File: config.mk
export PLATFORM = sky130hd
export DESIGN_NAME = fcsm_clock_select
export DESIGN_NICKNAME = d
export VERILOG_FILES = /design/src/fcsm_pkg.sv /design/src/fcsm_div_if.sv /design/src/fcsm_clock_select.sv /design/src/fcsm_pow2_div.sv
export SDC_FILE = /design/constraint.sdc
export NUM_CORES = 1
export LEC_CHECK = 0
export ABC_AREA = 1
export BUFFER_PORTS_ARGS = -buffer_cell sky130_fd_sc_hd__buf_4
export CAP_MARGIN = 20
export CORE_ASPECT_RATIO = 1.75
export CORE_UTILIZATION = 47
export CTS_CLUSTER_DIAMETER = 50
export DETAILED_ROUTE_END_ITERATION = 6
export GPL_TIMING_DRIVEN = 1
export PLACE_DENSITY = 0.83
export REMOVE_ABC_BUFFERS = 1
export SLEW_MARGIN = 5
export SYNTH_ARGS = -nofsm -noshare
export SYNTH_HDL_FRONTEND = slang
export SYNTH_SLANG_ARGS = --single-unit
File: constraint.sdc
create_clock -name clk_sys -period 1.4 [get_ports clk_sys]
set_input_delay 0.28 -clock clk_sys [delete_from_list [all_inputs] [get_ports clk_sys]]
set_output_delay 0.28 -clock clk_sys [all_outputs]
set_load 0.05 [all_outputs]
File: src/fcsm_pkg.sv
// package: register map, field positions, reset values and mode type of the clock source unit
package fcsm_pkg;

   // -------------------------------------------------------------
   // register byte offsets on the avalon slave
   // -------------------------------------------------------------
   localparam logic [3:0] OFS_CTRL1 = 4'h0;
   localparam logic [3:0] OFS_CTRL2 = 4'h4;
   localparam logic [3:0] OFS_TRIM = 4'h8;
   localparam logic [3:0] OFS_STATUS = 4'hc;

   // -------------------------------------------------------------
   // control 1 fields
   // -------------------------------------------------------------
   localparam int SRC_FIELD_LSB = 6;
   localparam int REFDIV_FIELD_LSB = 3;
   localparam int INTREF_SEL_BIT = 2;
   localparam int INTREF_EN_BIT = 1;
   localparam int INTREF_STOPEN_BIT = 0;

   // -------------------------------------------------------------
   // control 2 fields
   // -------------------------------------------------------------
   localparam int BUSDIV_FIELD_LSB = 6;
   localparam int RANGE_BIT = 5;
   localparam int HIGHGAIN_BIT = 4;
   localparam int LOWPOWER_BIT = 3;
   localparam int EXTREF_SEL_BIT = 2;
   localparam int EXTREF_EN_BIT = 1;
   localparam int EXTREF_STOPEN_BIT = 0;

   // -------------------------------------------------------------
   // status fields
   // -------------------------------------------------------------
   localparam int STATUS_SRC_LSB = 0;
   localparam int STATUS_MODE_LSB = 2;

   // -------------------------------------------------------------
   // clock source codes and reset values
   // -------------------------------------------------------------
   localparam logic [1:0] SRC_FLL = 2'h0;
   localparam logic [1:0] SRC_INTREF = 2'h1;
   localparam logic [1:0] SRC_EXTREF = 2'h2;
   localparam logic [1:0] BUSDIV_RESET = 2'h1;
   localparam logic [2:0] REFDIV_RESET = 3'h0;
   localparam logic [7:0] CTRL1_RESET = 8'h04;
   localparam logic [7:0] CTRL2_RESET = 8'h40;
   // arbitrary mid-scale trim
   localparam logic [8:0] TRIM_RESET = 9'h100;
   localparam int DIV_CNT_W = 7;

   typedef enum logic [2:0] {
      LOOP_ENGAGED_INTERNAL,
      LOOP_ENGAGED_EXTERNAL,
      LOOP_BYPASSED_INTERNAL,
      LOOP_BYPASSED_INTERNAL_LOWPOWER,
      LOOP_BYPASSED_EXTERNAL,
      LOOP_BYPASSED_EXTERNAL_LOWPOWER,
      STOP_MODE
   } fcsm_mode_t;

endpackage : fcsm_pkg

File: src/fcsm_div_if.sv
// interface: link between the clock source unit and one power-of-two divider
`timescale 1ns/1ps
`default_nettype none
interface fcsm_div_if;
   logic srcToggle;
   logic [2:0] ratioSel;
   logic outLevel;
   modport master (output srcToggle, output ratioSel, input outLevel);
   modport divider (input srcToggle, input ratioSel, output outLevel);
endinterface : fcsm_div_if
`default_nettype wire

File: src/fcsm_clock_select.sv
// module: clock source unit with mode decode, source selection, dividers and avalon registers
`timescale 1ns/1ps
`default_nettype none
// Overview of operation
// - reset enters loop engaged internal mode
// - system clock from loop, internal or external
// - bus divider two bits, ratios 1/2/4/8
// - system clock output is twice bus clock
// - either reference may steer the loop
// - reference divider uses three-bit select
// - nine-bit writable internal reference trim
// - engaged internal: loop output, internal reference
// - engaged external: loop output, external reference
// - bypassed internal: loop on, internal clock out
// - bypassed internal lowpower: loop off, internal out
// - bypassed external: loop on, external clock out
// - bypassed external lowpower: loop off, external out
// - stop: loop off, no clock, references optional
// - drive external oscillator control outputs
// - source codes 00/01/10, 11 acts as 00
// - bus divider encodes 1..8, resets to two
// - reference divide 2^n, resets to one
// - reference select 0 external, 1 internal
module fcsm_clock_select
   import fcsm_pkg::*;
(
   input wire logic clk_sys,
   input wire logic rst,
   input wire logic [3:0] avs_address,
   input wire logic avs_read,
   input wire logic avs_write,
   input wire logic [31:0] avs_writedata,
   input wire logic [3:0] avs_byteenable,
   output logic [31:0] avs_readdata,
   output logic avs_waitrequest,
   input wire logic fllClkIn,
   input wire logic intRefClkIn,
   input wire logic extRefClkIn,
   input wire logic stopReq,
   output logic systemClockOut,
   output logic busClockOut,
   output logic fllRefClockOut,
   output logic fllEnableOut,
   output logic intRefEnableOut,
   output logic extRefRunOut,
   output logic [8:0] intRefTrimOut,
   output logic oscillatorHighGain,
   output logic oscRangeHigh,
   output logic externalReferenceSelect,
   output logic externalReferenceClockEnable,
   output logic externalReferenceStopEnable
);

   // -------------------------------------------------------------
   // helpers
   // -------------------------------------------------------------
   function automatic logic [1:0] eff_src(input logic [1:0] code);
      eff_src = (code == 2'h3) ? SRC_FLL : code;
   endfunction : eff_src

   function automatic logic uses_internal(input fcsm_mode_t m);
      uses_internal = (m == LOOP_ENGAGED_INTERNAL) || (m == LOOP_BYPASSED_INTERNAL) ||
                      (m == LOOP_BYPASSED_INTERNAL_LOWPOWER);
   endfunction : uses_internal

   // -------------------------------------------------------------
   // registers
   // -------------------------------------------------------------
   logic [7:0] ctrl1Reg;
   logic [7:0] ctrl1Next;
   logic [7:0] ctrl2Reg;
   logic [7:0] ctrl2Next;
   logic [8:0] trimReg;
   logic [8:0] trimNext;
   logic waitReg;
   logic waitNext;
   logic [31:0] rdataReg;
   logic [31:0] rdataNext;

   wire logic [1:0] clockSourceField = ctrl1Reg[SRC_FIELD_LSB +: 2];
   wire logic [2:0] referenceDividerField = ctrl1Reg[REFDIV_FIELD_LSB +: 3];
   wire logic internalReferenceSelect = ctrl1Reg[INTREF_SEL_BIT];
   wire logic intRefClockEnable = ctrl1Reg[INTREF_EN_BIT];
   wire logic intRefStopEnable = ctrl1Reg[INTREF_STOPEN_BIT];
   wire logic [1:0] busDividerSelect = ctrl2Reg[BUSDIV_FIELD_LSB +: 2];
   wire logic lowPowerBit = ctrl2Reg[LOWPOWER_BIT];

   // -------------------------------------------------------------
   // avalon slave
   // -------------------------------------------------------------
   // one wait cycle per access: waitrequest drops for exactly one cycle after a request
   wire logic request = avs_read || avs_write;
   wire logic accept = request && !waitReg;
   wire logic writeHit = accept && avs_write;
   wire logic selCtrl1 = (avs_address == OFS_CTRL1);
   wire logic selCtrl2 = (avs_address == OFS_CTRL2);
   wire logic selTrim = (avs_address == OFS_TRIM);
   wire logic selStatus = (avs_address == OFS_STATUS);
   wire logic lane0 = avs_byteenable[0];
   wire logic lane1 = avs_byteenable[1];

   assign waitNext = !(request && waitReg);
   assign ctrl1Next = (writeHit && selCtrl1 && lane0) ? avs_writedata[7:0] : ctrl1Reg;
   assign ctrl2Next = (writeHit && selCtrl2 && lane0) ? avs_writedata[7:0] : ctrl2Reg;
   // trim spans two lanes so each byte lane is honoured on its own
   assign trimNext = {(writeHit && selTrim && lane1) ? avs_writedata[8] : trimReg[8],
                      (writeHit && selTrim && lane0) ? avs_writedata[7:0] : trimReg[7:0]};

   // -------------------------------------------------------------
   // mode decode
   // -------------------------------------------------------------
   fcsm_mode_t runMode;
   fcsm_mode_t activeMode;
   wire logic [1:0] effSource = eff_src(clockSourceField);

   always_comb begin
      unique case (effSource)
         SRC_INTREF: runMode = lowPowerBit ? LOOP_BYPASSED_INTERNAL_LOWPOWER
                                           : LOOP_BYPASSED_INTERNAL;
         SRC_EXTREF: runMode = lowPowerBit ? LOOP_BYPASSED_EXTERNAL_LOWPOWER
                                           : LOOP_BYPASSED_EXTERNAL;
         default: runMode = internalReferenceSelect ? LOOP_ENGAGED_INTERNAL
                                                    : LOOP_ENGAGED_EXTERNAL;
      endcase
   end

   assign activeMode = stopReq ? STOP_MODE : runMode;

   // loop runs in engaged and plain bypassed modes, never in lowpower bypass or stop
   wire logic fllOnNext = (activeMode == LOOP_ENGAGED_INTERNAL) ||
                          (activeMode == LOOP_ENGAGED_EXTERNAL) ||
                          (activeMode == LOOP_BYPASSED_INTERNAL) ||
                          (activeMode == LOOP_BYPASSED_EXTERNAL);
   wire logic intRefNeeded = intRefClockEnable || uses_internal(runMode) ||
                             (fllOnNext && internalReferenceSelect);
   // in stop the internal reference lives on only when its stop enable asks for it
   wire logic intRefOnNext = stopReq ? (intRefStopEnable &&
                                        (intRefClockEnable || uses_internal(runMode)))
                                     : intRefNeeded;
   wire logic extClockEnable = ctrl2Reg[EXTREF_EN_BIT];
   wire logic extStopEnable = ctrl2Reg[EXTREF_STOPEN_BIT];
   wire logic extRefOnNext = stopReq ? (extStopEnable && extClockEnable)
                                     : (extClockEnable || !uses_internal(runMode));

   // -------------------------------------------------------------
   // source input filters
   // -------------------------------------------------------------
   // sources arrive unrelated to clk_sys; a level counts once stages two and three agree
   wire logic [2:0] srcPins = {extRefClkIn, intRefClkIn, fllClkIn};
   logic [2:0] sync1Reg;
   logic [2:0] sync2Reg;
   logic [2:0] sync3Reg;
   logic [2:0] filtReg;
   wire logic [2:0] agree = ~(sync2Reg ^ sync3Reg);
   wire logic [2:0] filtNext = (agree & sync3Reg) | (~agree & filtReg);
   wire logic [2:0] srcToggle = filtNext ^ filtReg;
   wire logic fllToggle = srcToggle[0];
   wire logic intToggle = srcToggle[1];
   wire logic extToggle = srcToggle[2];

   // -------------------------------------------------------------
   // source selection and dividers
   // -------------------------------------------------------------
   // limitation: sources faster than a quarter of clk_sys alias through the filter
   wire logic sysSrcToggle = (effSource == SRC_INTREF) ? intToggle :
                             (effSource == SRC_EXTREF) ? extToggle : fllToggle;
   // either reference, up to 5 MHz, may steer the loop
   wire logic refSrcToggle = internalReferenceSelect ? intToggle : extToggle;

   fcsm_div_if busDivIf();
   fcsm_div_if refDivIf();

   assign busDivIf.srcToggle = sysSrcToggle && !stopReq;
   assign busDivIf.ratioSel = {1'b0, busDividerSelect};
   assign refDivIf.srcToggle = refSrcToggle && fllOnNext;
   // software keeps the divided reference inside the loop's input window
   assign refDivIf.ratioSel = referenceDividerField;

   fcsm_pow2_div u_busDiv (
      .clk_sys(clk_sys),
      .rst(rst),
      .port(busDivIf.divider)
   );

   fcsm_pow2_div u_refDiv (
      .clk_sys(clk_sys),
      .rst(rst),
      .port(refDivIf.divider)
   );

   logic sysClkReg;
   logic busClkReg;
   logic fllRefReg;
   logic fllOnReg;
   logic intRefOnReg;
   logic extRefOnReg;
   wire logic sysClkNext = stopReq ? 1'b0 : busDivIf.outLevel;
   wire logic sysRise = sysClkNext && !sysClkReg;
   // bus clock halves the system clock output
   wire logic busClkNext = sysRise ? !busClkReg : busClkReg;

   // -------------------------------------------------------------
   // read data
   // -------------------------------------------------------------
   wire logic [31:0] statusWord = {27'h0000000, activeMode, effSource};
   assign rdataNext = !(avs_read && waitReg) ? rdataReg :
                      selCtrl1 ? {24'h000000, ctrl1Reg} :
                      selCtrl2 ? {24'h000000, ctrl2Reg} :
                      selTrim ? {23'h000000, trimReg} :
                      selStatus ? statusWord : 32'h00000000;

   // -------------------------------------------------------------
   // state
   // -------------------------------------------------------------
   always_ff @(posedge clk_sys) begin
      if (rst) begin
         ctrl1Reg <= CTRL1_RESET;
         ctrl2Reg <= CTRL2_RESET;
         trimReg <= TRIM_RESET;
         waitReg <= 1'b1;
         rdataReg <= 32'h00000000;
      end else begin
         ctrl1Reg <= ctrl1Next;
         ctrl2Reg <= ctrl2Next;
         trimReg <= trimNext;
         waitReg <= waitNext;
         rdataReg <= rdataNext;
      end
   end

   always_ff @(posedge clk_sys) begin
      if (rst) begin
         sync1Reg <= 3'h0;
         sync2Reg <= 3'h0;
         sync3Reg <= 3'h0;
         filtReg <= 3'h0;
      end else begin
         sync1Reg <= srcPins;
         sync2Reg <= sync1Reg;
         sync3Reg <= sync2Reg;
         filtReg <= filtNext;
      end
   end

   always_ff @(posedge clk_sys) begin
      if (rst) begin
         sysClkReg <= 1'b0;
         busClkReg <= 1'b0;
         fllRefReg <= 1'b0;
         fllOnReg <= 1'b0;
         intRefOnReg <= 1'b0;
         extRefOnReg <= 1'b0;
      end else begin
         sysClkReg <= sysClkNext;
         busClkReg <= busClkNext;
         fllRefReg <= refDivIf.outLevel;
         fllOnReg <= fllOnNext;
         intRefOnReg <= intRefOnNext;
         extRefOnReg <= extRefOnNext;
      end
   end

   // -------------------------------------------------------------
   // outputs
   // -------------------------------------------------------------
   assign avs_readdata = rdataReg;
   assign avs_waitrequest = waitReg;
   assign systemClockOut = sysClkReg;
   assign busClockOut = busClkReg;
   assign fllRefClockOut = fllRefReg;
   assign fllEnableOut = fllOnReg;
   assign intRefEnableOut = intRefOnReg;
   assign extRefRunOut = extRefOnReg;
   assign intRefTrimOut = trimReg;
   assign oscillatorHighGain = ctrl2Reg[HIGHGAIN_BIT];
   assign oscRangeHigh = ctrl2Reg[RANGE_BIT];
   assign externalReferenceSelect = ctrl2Reg[EXTREF_SEL_BIT];
   assign externalReferenceClockEnable = ctrl2Reg[EXTREF_EN_BIT];
   assign externalReferenceStopEnable = ctrl2Reg[EXTREF_STOPEN_BIT];
endmodule : fcsm_clock_select
`default_nettype wire

File: src/fcsm_pow2_div.sv
// module: divides a stream of source transitions by two to the power of a select
`timescale 1ns/1ps
`default_nettype none
module fcsm_pow2_div
   import fcsm_pkg::*;
(
   input wire logic clk_sys,
   input wire logic rst,
   fcsm_div_if.divider port
);

   // -------------------------------------------------------------
   // transition counter
   // -------------------------------------------------------------
   function automatic logic [DIV_CNT_W-1:0] ratio_limit(input logic [2:0] sel);
      ratio_limit = (7'h01 << sel) - 7'h01;
   endfunction : ratio_limit

   logic [DIV_CNT_W-1:0] cntReg;
   logic [DIV_CNT_W-1:0] cntNext;
   logic levelReg;
   logic levelNext;
   wire logic atLimit = (cntReg >= ratio_limit(port.ratioSel));

   // compare with >= so a smaller ratio written mid-count does not wrap the counter
   assign cntNext = !port.srcToggle ? cntReg : (atLimit ? 7'h00 : cntReg + 7'h01);
   assign levelNext = (port.srcToggle && atLimit) ? !levelReg : levelReg;
   assign port.outLevel = levelReg;

   always_ff @(posedge clk_sys) begin
      if (rst) begin
         cntReg <= 7'h00;
         levelReg <= 1'b0;
      end else begin
         cntReg <= cntNext;
         levelReg <= levelNext;
      end
   end
endmodule : fcsm_pow2_div
`default_nettype wire

==> impl_metrics.env, run 1 <==
export IMPL_status="complete, but fails checks"
export IMPL_violations="setup timing"
export IMPL_globalplace_congestion=0.9257
export IMPL_whs_endpoint="sync1Reg[1]"
export IMPL_reg2reg_to="u_refDiv.cntReg[3]"
export IMPL_yosys_warnings=0
export IMPL_grt_pass1_wl_um=15260
export IMPL_multi_input_area_um2=2063
export IMPL_ys_types=36
export IMPL_drc=0
export IMPL_ctsHoldBuffers=0
export IMPL_areaGrowthSynthToFinish_pct=34.45
export IMPL_startpoint_type="flop"
export IMPL_core_area_um2=7284
export IMPL_grt_total_usage_pct=25.59
export IMPL_critical_path_class="flop to flop"
export IMPL_firstDrtPassIters=5
export IMPL_min_from="intRefClkIn"
export IMPL_synth_edf_count=0
export IMPL_cts_tree="built"
export IMPL_grt_start_max_net_pins=36
export IMPL_reg2reg_slack_ps=-270
export IMPL_synthCells=490
export IMPL_required_ps=1670
export IMPL_drtIter0Drc=263
export IMPL_syn_area_um2=3600
export IMPL_clock_path_buffers=2
export IMPL_wl_per_cell_um=14.68
export IMPL_io_pins=101
export IMPL_rr_worst_depth=9
export IMPL_worst_setup_path_end_kind="flop"
export IMPL_via_count=3567
export IMPL_crit_path_cell_trace="o21ai_2, ha_1, nand2_2, nand2_2, a21oi_2, nand3_4, nor2_4, nand2_2, a21oi_2"
export IMPL_clock_sinks=69
export IMPL_cp_slowest_cell="dfxtp_4"
export IMPL_synth_seq_cells=69
export IMPL_final_nets=644
export IMPL_grt_antenna_before_repair=0
export IMPL_slew_viol_final=0
export IMPL_r2r_start="ctrl1Reg[5]"
export IMPL_fin_crit_sh_pct=119.1
export IMPL_setup_viol=13
export IMPL_cp_slowest_stage_delay_ps=400
export IMPL_start_util_pct=49.42
export IMPL_leakage_nw=2.096
export IMPL_rsz0062_at_grt="true"
export IMPL_drtAntennaViolNets=0
export IMPL_hold_slack_ps=146.6
export IMPL_cts_buffers_inserted=9
export IMPL_clkTransAtPathRegs_ps=60
export IMPL_regArea_um2=1399
export IMPL_clk_insertion_delay_late_ps=340
export IMPL_cap_violations=0
export IMPL_synthFlopType="dfxtp_1"
export IMPL_nFillCells=577
export IMPL_grt_pass1_vias=3475
export IMPL_die_h_um=117.8
export IMPL_layout_drive_gt1_share_pct=33.33
export IMPL_hp_class="input pin to flop"
export IMPL_syn_avg_cell_area_um2=7.346
export IMPL_dp_hpwl_um=6608
export IMPL_final_cell_mix="buf_4, nand2_1, nor2_1, dfxtp_1, inv_1"
export IMPL_critPathArrivalTime_ps=1930
export IMPL_fmax_mhz=599.8
export IMPL_skew_ps=8.041
export IMPL_die_area_um2=8027
export IMPL_final_common_cell="buf_4"
export IMPL_row_count=41
export IMPL_io_buffers=52
export IMPL_vias_per_cell=5.316
export IMPL_ir_drop_v=0.0007371
export IMPL_powerDensity_nw_per_um2=1023
export IMPL_cts_root_buf="clkbuf_16"
export IMPL_n_antenna_cell=0
export IMPL_hold_violations=0
export IMPL_async_flop_share_pct=0
export IMPL_synth_seq_area_share_pct=38.37
export IMPL_holdPathStages=3
export IMPL_die_w_um=68.16
export IMPL_overflow=0
export IMPL_cp_common_cell="nand2_2"
export IMPL_min_period_ps=1667
export IMPL_power_total_mw=4.949
export IMPL_fin_cells=671
export IMPL_setup_ws_ps=-267.2
export IMPL_dp_cells=650
export IMPL_htreeDepth=3
export IMPL_postRouteWirelength_um=9853
export IMPL_crit_fanout=8
[metrics by stage]
| stage | cell area [µm²] | setup TNS [ps] | util (%) | setup slack (ps) |
|---|---|---|---|---|
| after global placement | 4208 | -3244 | 57.76 | -307.7 |
| after global routing | 4840 | -3177 | 66.44 | -355.8 |
| after floorplan | 3442 | -1769 | - | -233.2 |
| after CTS | 4693 | -1471 | 64.43 | -156.1 |
| final | 4840 | -1782 | 66.44 | -267.2 |
| after detailed placement | 4208 | -4120 | 57.76 | -393.7 |
[worst max-delay path: cells and delay by family, from the launching register on]
| family | cells | cell delay [ps] |
|---|---|---|
| AND/OR/NAND/NOR | 5 | 480 |
| AO/OA/AOI/OAI | 3 | 380 |
| adder cells (fa/ha/maj) | 1 | 330 |
| flip-flops | 1 | 400 |
[registers in the layout, summed over array words and instances, names as in the netlist, 3 cells and up]
name,count
u_busDiv.cntReg,7
ctrl2Reg,8
avs_readdata,9
sync1Reg,3
sync2Reg,3
sync3Reg,3
ctrl1Reg,8
intRefTrimOut,9
u_refDiv.cntReg,7
filtReg,3
[report_power, final]
group	internal (mW)	switching, mW
logic	0.158	0.418
registers	2.00	0.0255
clock network	1.52	0.828
[worst max-delay path by stage]
| stage | cells after the start | slack [ps] | start | to |
|---|---|---|---|---|
| global route | 9 | -360 | ctrl1Reg[5] | u_refDiv.cntReg[3] |
| floorplan | 9 | -230 | ctrl1Reg[6] | u_refDiv.cntReg[1] |
| global placement | 9 | -310 | ctrl1Reg[5] | u_refDiv.cntReg[5] |
| finish | 9 | -270 | ctrl1Reg[5] | u_refDiv.cntReg[3] |
| detailed placement | 9 | -390 | ctrl1Reg[5] | u_refDiv.cntReg[6] |
| CTS | 9 | -160 | ctrl1Reg[4] | u_refDiv.cntReg[2] |
[kinds of logic (layout without fill, tap and decap cells)]
kind of cell               count (synthesis)  in the layout  share of synthesized area [%]
buffers and inverters                     99            172                          13.45
adders and majority gates                 16             16                          5.561
DFF                                       69             69                          38.37
xor gates and xnor gates                   6              6                          1.460
other                                      1             23                         0.1042
and+or+nand+nor                          211            211                          27.01
AOI/OAI and AO/OA                         88             88                          14.04
[Yosys cell counts, types with 4 or more instances]
cell	n	area, µm²
nand4_1	4	25.02
o211ai_1	5	37.54
a21oi_2	7	61.31
nand2_2	4	25.02
buf_4	23	172.7
nand3b_1	6	45.04
a21oi_1	26	130.1
nand2_1	90	337.8
o21ai_1	5	25.02
inv_1	60	225.2
nor2_1	67	251.5
o21ai_0	35	175.2
clkbuf_1	4	15.01
dfxtp_1	69	1381
ha_1	16	200.2
nand3_1	23	115.1
inv_2	5	18.77
[routing by layer]
metal	GRT usage [%]	share of wire, %
met5	0	0
met4	16.93	5.0
met3	5.620	5.3
met2	44.55	54
met1	25.49	36
[cell type report]
type                    count  share of cell area [%]
repair buffers             91                   14.63
clock buffers              13                   5.584
inverters                  65                   5.145
multi-input cells         344                   42.63
flip-flops and latches     69                   28.90
clock inverters             3                  0.8790
well taps                  86                   2.223
[timing repair]
item,4_1_cts,5_1_grt
gates resized for setup,38,44
pin swaps,16,21
gates cloned,1,0
endpoints found under the setup margin,20,24
setup buffers,4,0
Note: power is estimated with default switching activity, not from simulation.
==> run 2: changes to the inputs <==
--- a/config.mk
+++ b/config.mk
@@ -9,13 +9,14 @@
 export BUFFER_PORTS_ARGS = -buffer_cell sky130_fd_sc_hd__buf_4
 export CAP_MARGIN = 20
 export CORE_ASPECT_RATIO = 1.75
-export CORE_UTILIZATION = 47
+export CORE_UTILIZATION = 48
 export CTS_CLUSTER_DIAMETER = 50
 export DETAILED_ROUTE_END_ITERATION = 6
 export GPL_TIMING_DRIVEN = 1
-export PLACE_DENSITY = 0.83
+export PLACE_DENSITY = 0.84
 export REMOVE_ABC_BUFFERS = 1
 export SLEW_MARGIN = 5
 export SYNTH_ARGS = -nofsm -noshare
 export SYNTH_HDL_FRONTEND = slang
+export SYNTH_HIERARCHICAL = 1
 export SYNTH_SLANG_ARGS = --single-unit
==> run 2 against run 1 <==
Effect of this change:
- the run still ends with setup timing left
- largest cell class unchanged
- sequential power about the same
- die area increased by 1.7%
- power decreased by 4.8%
- highest routed layer unchanged
- worst hold slack got worse by 2.3 ps
- cell area increased by 4.0%
- largest power group unchanged
- wire length increased by 6.7%
- clock power decreased by 11%
- sequential share of layout area decreased by 1.3 points
==> impl_metrics.env, run 2 <==
export IMPL_status="complete, but fails checks"
export IMPL_violations="setup timing"
export IMPL_cts_buffers_inserted=9
export IMPL_fmax_mhz=504.1
export IMPL_routed_top_layer="met4"
export IMPL_setup_viol=21
export IMPL_fin_cells=700
export IMPL_wl_met1_um=3462
export IMPL_syn_area_um2=3739
export IMPL_r2r_start="ctrl1Reg[6]"
export IMPL_postRouteWirelength_um=10520
export IMPL_setup_ws_ps=-583.6
export IMPL_drc=0
export IMPL_grt_total_usage_pct=25.90
export IMPL_cts_tree="built"
export IMPL_synthCells=494
export IMPL_grt_pass1_wl_um=15660
export IMPL_synth_most_common_cell="nand2_1"
export IMPL_final_common_cell="buf_4"
export IMPL_skew_ps=5.660
export IMPL_holdPathStages=3
export IMPL_fin_crit_sh_pct=141.7
export IMPL_ir_drop_v=0.0008498
export IMPL_globalplace_congestion=0.9812
export IMPL_rr_worst_depth=14
export IMPL_start_util_pct=49.40
export IMPL_io_pins=101
export IMPL_overflow=0
export IMPL_startpoint_type="flop"
export IMPL_wl_met2_um=6020
export IMPL_min_period_ps=1984
export IMPL_wl_per_cell_um=15.02
export IMPL_grt_antenna_before_repair=0
export IMPL_clkTransAtPathRegs_ps=60
export IMPL_wl_met3_um=492
export IMPL_clock_path_buffers=2
export IMPL_synthFlopType="dfxtp_1"
export IMPL_grt_pass1_vias=3485
export IMPL_die_h_um=118.8
export IMPL_via_count=3639
export IMPL_worst_setup_path_end_kind="flop"
export IMPL_place_ws_ps=-578.4
export IMPL_synth_seq_area_share_pct=36.95
export IMPL_critical_path_class="flop to flop"
export IMPL_clock_sinks=69
export IMPL_areaGrowthSynthToFinish_pct=34.57
export IMPL_synth_top_area_share_pct=36.95
export IMPL_synth_seq_cells=69
export IMPL_synth_edf_count=0
export IMPL_cap_violations=0
export IMPL_ys_top_cells_by_count="nand2_1, dfxtp_1, inv_1, nor2_1, o21ai_0"
export IMPL_die_area_um2=8160
export IMPL_hold_violations=0
export IMPL_slew_viol_final=0
export IMPL_ys_types=35
export IMPL_reg2reg_slack_ps=-580
export IMPL_rsz0062_at_grt="true"
export IMPL_grt_start_max_net_pins=29
export IMPL_leakage_nw=2.388
export IMPL_synth_area_leader_cell="dfxtp_1"
export IMPL_syn_avg_cell_area_um2=7.568
export IMPL_yosys_warnings=6
export IMPL_hp_class="input pin to flop"
export IMPL_die_w_um=68.72
export IMPL_vias_per_cell=5.199
export IMPL_drtIter0Drc=223
export IMPL_row_count=42
export IMPL_io_buffers=52
export IMPL_reg2reg_to="u_refDiv/cntReg[6]"
export IMPL_synthTopCellsByArea="dfxtp_1, nand2_1, ha_1, inv_1, nor2_1"
export IMPL_whs_endpoint="sync1Reg[2]"
export IMPL_critPathArrivalTime_ps=2220
export IMPL_final_cell_mix="buf_4, nand2_1, dfxtp_1, inv_1, nor2_1"
export IMPL_required_ps=1640
export IMPL_firstDrtPassIters=4
export IMPL_cts_root_buf="clkbuf_16"
export IMPL_n_antenna_cell=0
export IMPL_core_area_um2=7567
export IMPL_min_from="extRefClkIn"
export IMPL_crit_fanout=5
export IMPL_dp_hpwl_um=7121
export IMPL_drtAntennaViolNets=0
export IMPL_htreeDepth=3
export IMPL_powerDensity_nw_per_um2=936.3
export IMPL_async_flop_share_pct=0
export IMPL_clk_insertion_delay_late_ps=340
export IMPL_dp_cells=676
export IMPL_final_nets=675
export IMPL_layout_drive_gt1_share_pct=32.84
run 2: changes by cell type after synthesis, sizes merged, moves of 3 or more:
cell	delta
nand3b	-4
buf	+3
ha	+4
nand4	+5
o22ai	-3
nand3	-4
xor2	+6
run 2: layout make-up:
type	instances	area, µm²
Inverter	67	264.0
Clock buffer	12	246.5
Fill cell	574	2536
Clock inverter	4	23.77
Sequential cell	69	1390
Tap cell	88	110.1
Multi-Input combinational cell	351	2147
Timing Repair Buffer	109	849.6
run 2: critical path, stage by stage (launching register included):
cell,delay [ps]
dfxtp_4,400
inv_4,60
ha_4,260
nor2_1,40
nand2_1,70
nand2_1,70
o21ai_1,70
nand2_1,100
nor2_1,130
buf_4,180
nand3_4,80
nor2_4,110
nand3_2,80
xor2_1,190
nor2_2,40
run 2: where the power goes:
group          total [mW]  leakage, nW  internal, mW  switching [mW]
Sequential           2.02        0.562          1.99          0.0209
Combinational       0.598         1.69         0.172           0.426
Clock                2.10        0.136          1.24           0.857
run 2: cells by family after synthesis:
group                    Yosys count  share of synthesized area [%]
other                              1                         0.1003
AND/OR/NAND/NOR                  206                          26.84
flip-flops                        69                          36.95
multiplexers                       2                         0.5355
XOR/XNOR                          13                          3.046
buffers and inverters            102                          13.69
adder cells (fa/ha/maj)           20                          6.693
AO/OA/AOI/OAI                     81                          12.15
run 2: repair_timing:
action | 4_1_cts | 5_1_grt
setup buffers | 5 | 4
pin swaps | 16 | 22
gates resized for setup | 23 | 39
setup endpoints to repair | 20 | 29
hold buffers | 0 | 0
run 2: worst max-delay path by stage:
stage / from / to / depth (start not counted)
after floorplan: ctrl1Reg[7] / u_busDiv/cntReg[6] / 11
after global placement: ctrl1Reg[6] / u_refDiv/cntReg[6] / 15
after detailed placement: ctrl1Reg[6] / u_refDiv/cntReg[6] / 15
after CTS: ctrl1Reg[7] / u_refDiv/cntReg[6] / 15
after global routing: ctrl1Reg[6] / u_refDiv/cntReg[6] / 14
final: ctrl1Reg[6] / u_refDiv/cntReg[6] / 14
run 2: per-layer routing:
layer / up-vias / GRT usage, %
li1: 1750 / -
met3: 45 / 6.660
met2: 156 / 46.45
met1: 1688 / 24.94
met5: - / 0
met4: 0 / 15.05
run 2: per-stage QoR:
step                hold WS, ps  area (µm²)  power [mW]  utilization [%]  TNS, ps
floorplan                 349.1        3591       2.408                -   -10130
global placement          391.6        4472       2.605            59.09    -5860
detailed placement        402.8        4472       2.619            59.09    -7682
CTS                       143.9        4850       4.672            64.09    -5360
global route              150.4        5031       4.850            66.48    -8597
finish                    144.3        5031       4.711            66.48    -7049
==> run 3: changes to the inputs <==
--- a/config.mk
+++ b/config.mk
@@ -8,13 +8,14 @@
 export ABC_AREA = 1
 export BUFFER_PORTS_ARGS = -buffer_cell sky130_fd_sc_hd__buf_4
 export CAP_MARGIN = 20
-export CORE_ASPECT_RATIO = 1.75
+export CORE_ASPECT_RATIO = 0.75
 export CORE_UTILIZATION = 48
 export CTS_CLUSTER_DIAMETER = 50
 export DETAILED_ROUTE_END_ITERATION = 6
 export GPL_TIMING_DRIVEN = 1
 export PLACE_DENSITY = 0.84
 export REMOVE_ABC_BUFFERS = 1
+export SKIP_CTS_REPAIR_TIMING = 1
 export SLEW_MARGIN = 5
 export SYNTH_ARGS = -nofsm -noshare
 export SYNTH_HDL_FRONTEND = slang
==> run 3 against run 2 <==
Effect of this change:
- sequential power barely moved
- die area fell by 0.13%
- the flow still finishes with violations (setup timing)
- critical path type unchanged
- first-iteration DRC count rose by 10%
- sequential cell count did not move
- setup slack improved by 64 ps
- cell area fell by 3.1%
- critical endpoint unchanged
- worst hold slack got worse by 17 ps
==> impl_metrics.env, run 3 (same netlist as run 2, synthesis figures left out) <==
export IMPL_htreeDepth=3
export IMPL_die_area_um2=8149
export IMPL_cts_buffers_inserted=9
export IMPL_fin_crit_sh_pct=137.1
export IMPL_cp_buffers_inverters=2
export IMPL_setup_ws_ps=-519.1
export IMPL_clock_path_buffers=2
export IMPL_n_antenna_cell=0
export IMPL_crit_fanout=6
export IMPL_powerDensity_nw_per_um2=905.7
export IMPL_skew_ps=9.402
export IMPL_final_cell_mix="buf_4, nand2_1, dfxtp_1, nor2_1, inv_1"
export IMPL_reg2reg_slack_ps=-520
export IMPL_clock_sinks=69
export IMPL_cp_slowest_stage_delay_ps=380
export IMPL_crit_path_cell_trace="inv_4, ha_4, nor2_2, nand2_1, nand2_1, o21ai_1, nand2_1, nor2_1, buf_4, nand3_4, nor2_4, nand3_2, xor2_2, nor2_2"
export IMPL_start_util_pct=50.30
export IMPL_layout_drive_gt1_share_pct=30.71
export IMPL_place_ws_ps=-528.1
export IMPL_drtIter0Drc=246
export IMPL_final_nets=672
export IMPL_hold_violations=0
export IMPL_setup_viol=19
export IMPL_core_area_um2=7432
export IMPL_grt_total_usage_pct=23.60
export IMPL_io_buffers=52
export IMPL_startpoint_type="flop"
export IMPL_globalplace_congestion=0.8992
export IMPL_status="complete, but fails checks"
export IMPL_startpoint="ctrl1Reg[6]"
export IMPL_grt_antenna_before_repair=0
export IMPL_cp_slowest_cell="dfxtp_4"
export IMPL_grt_pass1_vias=3169
export IMPL_vias_per_cell=5.049
export IMPL_fin_cells=710
export IMPL_areaGrowthSynthToFinish_pct=30.35
export IMPL_grt_pass1_wl_um=15160
export IMPL_r2r_start="ctrl1Reg[6]"
export IMPL_path_depth=14
export IMPL_ir_drop_v=0.0004504
export IMPL_cap_violations=0
export IMPL_cts_root_buf="clkbuf_8"
export IMPL_clkTransAtPathRegs_ps=70
export IMPL_hp_class="input pin to flop"
export IMPL_critPathTopFamily="simple AND/OR/NAND/NOR gates"
export IMPL_grt_start_max_net_pins=29
export IMPL_dp_cells=688
export IMPL_power_total_mw=4.414
export IMPL_cts_tree="built"
export IMPL_dp_hpwl_um=6890
export IMPL_cp_common_cell="nand2_1"
export IMPL_drc=0
export IMPL_crit_path_end="u_refDiv/cntReg[6]"
export IMPL_clk_insertion_delay_late_ps=360
export IMPL_via_count=3585
export IMPL_postRouteWirelength_um=9894
export IMPL_violations="setup timing"
export IMPL_fmax_mhz=521.1
export IMPL_leakage_nw=2.310
export IMPL_critPathArrivalTime_ps=2170
export IMPL_required_ps=1650
export IMPL_slew_viol_final=0
export IMPL_critical_path_class="flop to flop"
export IMPL_io_pins=101
export IMPL_drtAntennaViolNets=0
export IMPL_die_h_um=78.43
export IMPL_min_period_ps=1919
export IMPL_rr_worst_depth=14
export IMPL_reg2reg_to="u_refDiv/cntReg[6]"
export IMPL_die_w_um=103.9
export IMPL_row_count=27
export IMPL_rsz0062_at_grt="true"
export IMPL_worst_setup_path_end_kind="flop"
export IMPL_firstDrtPassIters=6
export IMPL_final_common_cell="buf_4"
export IMPL_wl_per_cell_um=13.94
export IMPL_min_from="fllClkIn"
export IMPL_overflow=0
run 3: cell types whose count changed in the layout (fill, tap and decap cells not counted), sizes merged:
| cell | delta |
|---|---|
| buf | -4 |
| clkbuf | -2 |
| bufinv | +2 |
| clkinv | -1 |
| clkinvlp | +1 |
| nand2 | +1 |
run 3: how the worst min path moves through the flow:
| stage | endpoint | slack, ps | cells past startpoint |
|---|---|---|---|
| 6_report | sync1Reg[0] | 130 | 3 |
| 5_1_grt | avs_waitrequest | 130 | 2 |
| 4_1_cts | sync1Reg[0] | 120 | 3 |
| 3_5_place_dp | sync2Reg[2] | 400 | 2 |
| 3_3_place_gp | sync2Reg[2] | 390 | 2 |
| 2_1_floorplan | avs_readdata[0] | 350 | 1 |
run 3: metrics by stage:
stage	setup TNS (ps)	cell area [µm²]	utilization, %	hold WS [ps]
after floorplan	-10130	3591	-	349.1
after global placement	-4998	4468	60.12	393.2
after detailed placement	-6811	4468	60.12	395.1
after CTS	-7655	4692	63.13	123.9
after global routing	-8386	4873	65.57	127.7
final	-6433	4873	65.57	127.7
run 3: worst reg2reg max path, cell delays in order (launching register included):
cell	delay (ps)
dfxtp_4	380
inv_4	50
ha_4	270
nor2_2	40
nand2_1	50
nand2_1	80
o21ai_1	80
nand2_1	90
nor2_1	110
buf_4	180
nand3_4	80
nor2_4	100
nand3_2	90
xor2_2	170
nor2_2	50
run 3: report_power, final:
group | switching (mW) | internal, mW | leakage [nW] | total [mW]
Sequential | 0.0208 | 1.99 | 0.562 | 2.01
Clock | 0.774 | 1.05 | 0.112 | 1.82
Combinational | 0.418 | 0.163 | 1.64 | 0.581
run 3: cell type report:
class | instances | area, µm²
fill | 597 | 2559
multi-input combinational | 352 | 2069
sequential | 69 | 1390
timing repair buffer | 105 | 799.5
inverter | 67 | 264.0
clock buffer | 10 | 137.6
tap | 101 | 126.4
clock inverter | 6 | 86.33
run 3: per-layer routing:
metal | vias to the layer above | GRT usage [%] | share of wire [%]
li1 | 1747 | - | -
met1 | 1636 | 29.39 | 41
met2 | 167 | 40.27 | 49
met3 | 35 | 5.648 | 8.1
met4 | 0 | 7.857 | 2.5
met5 | - | 0 | 0
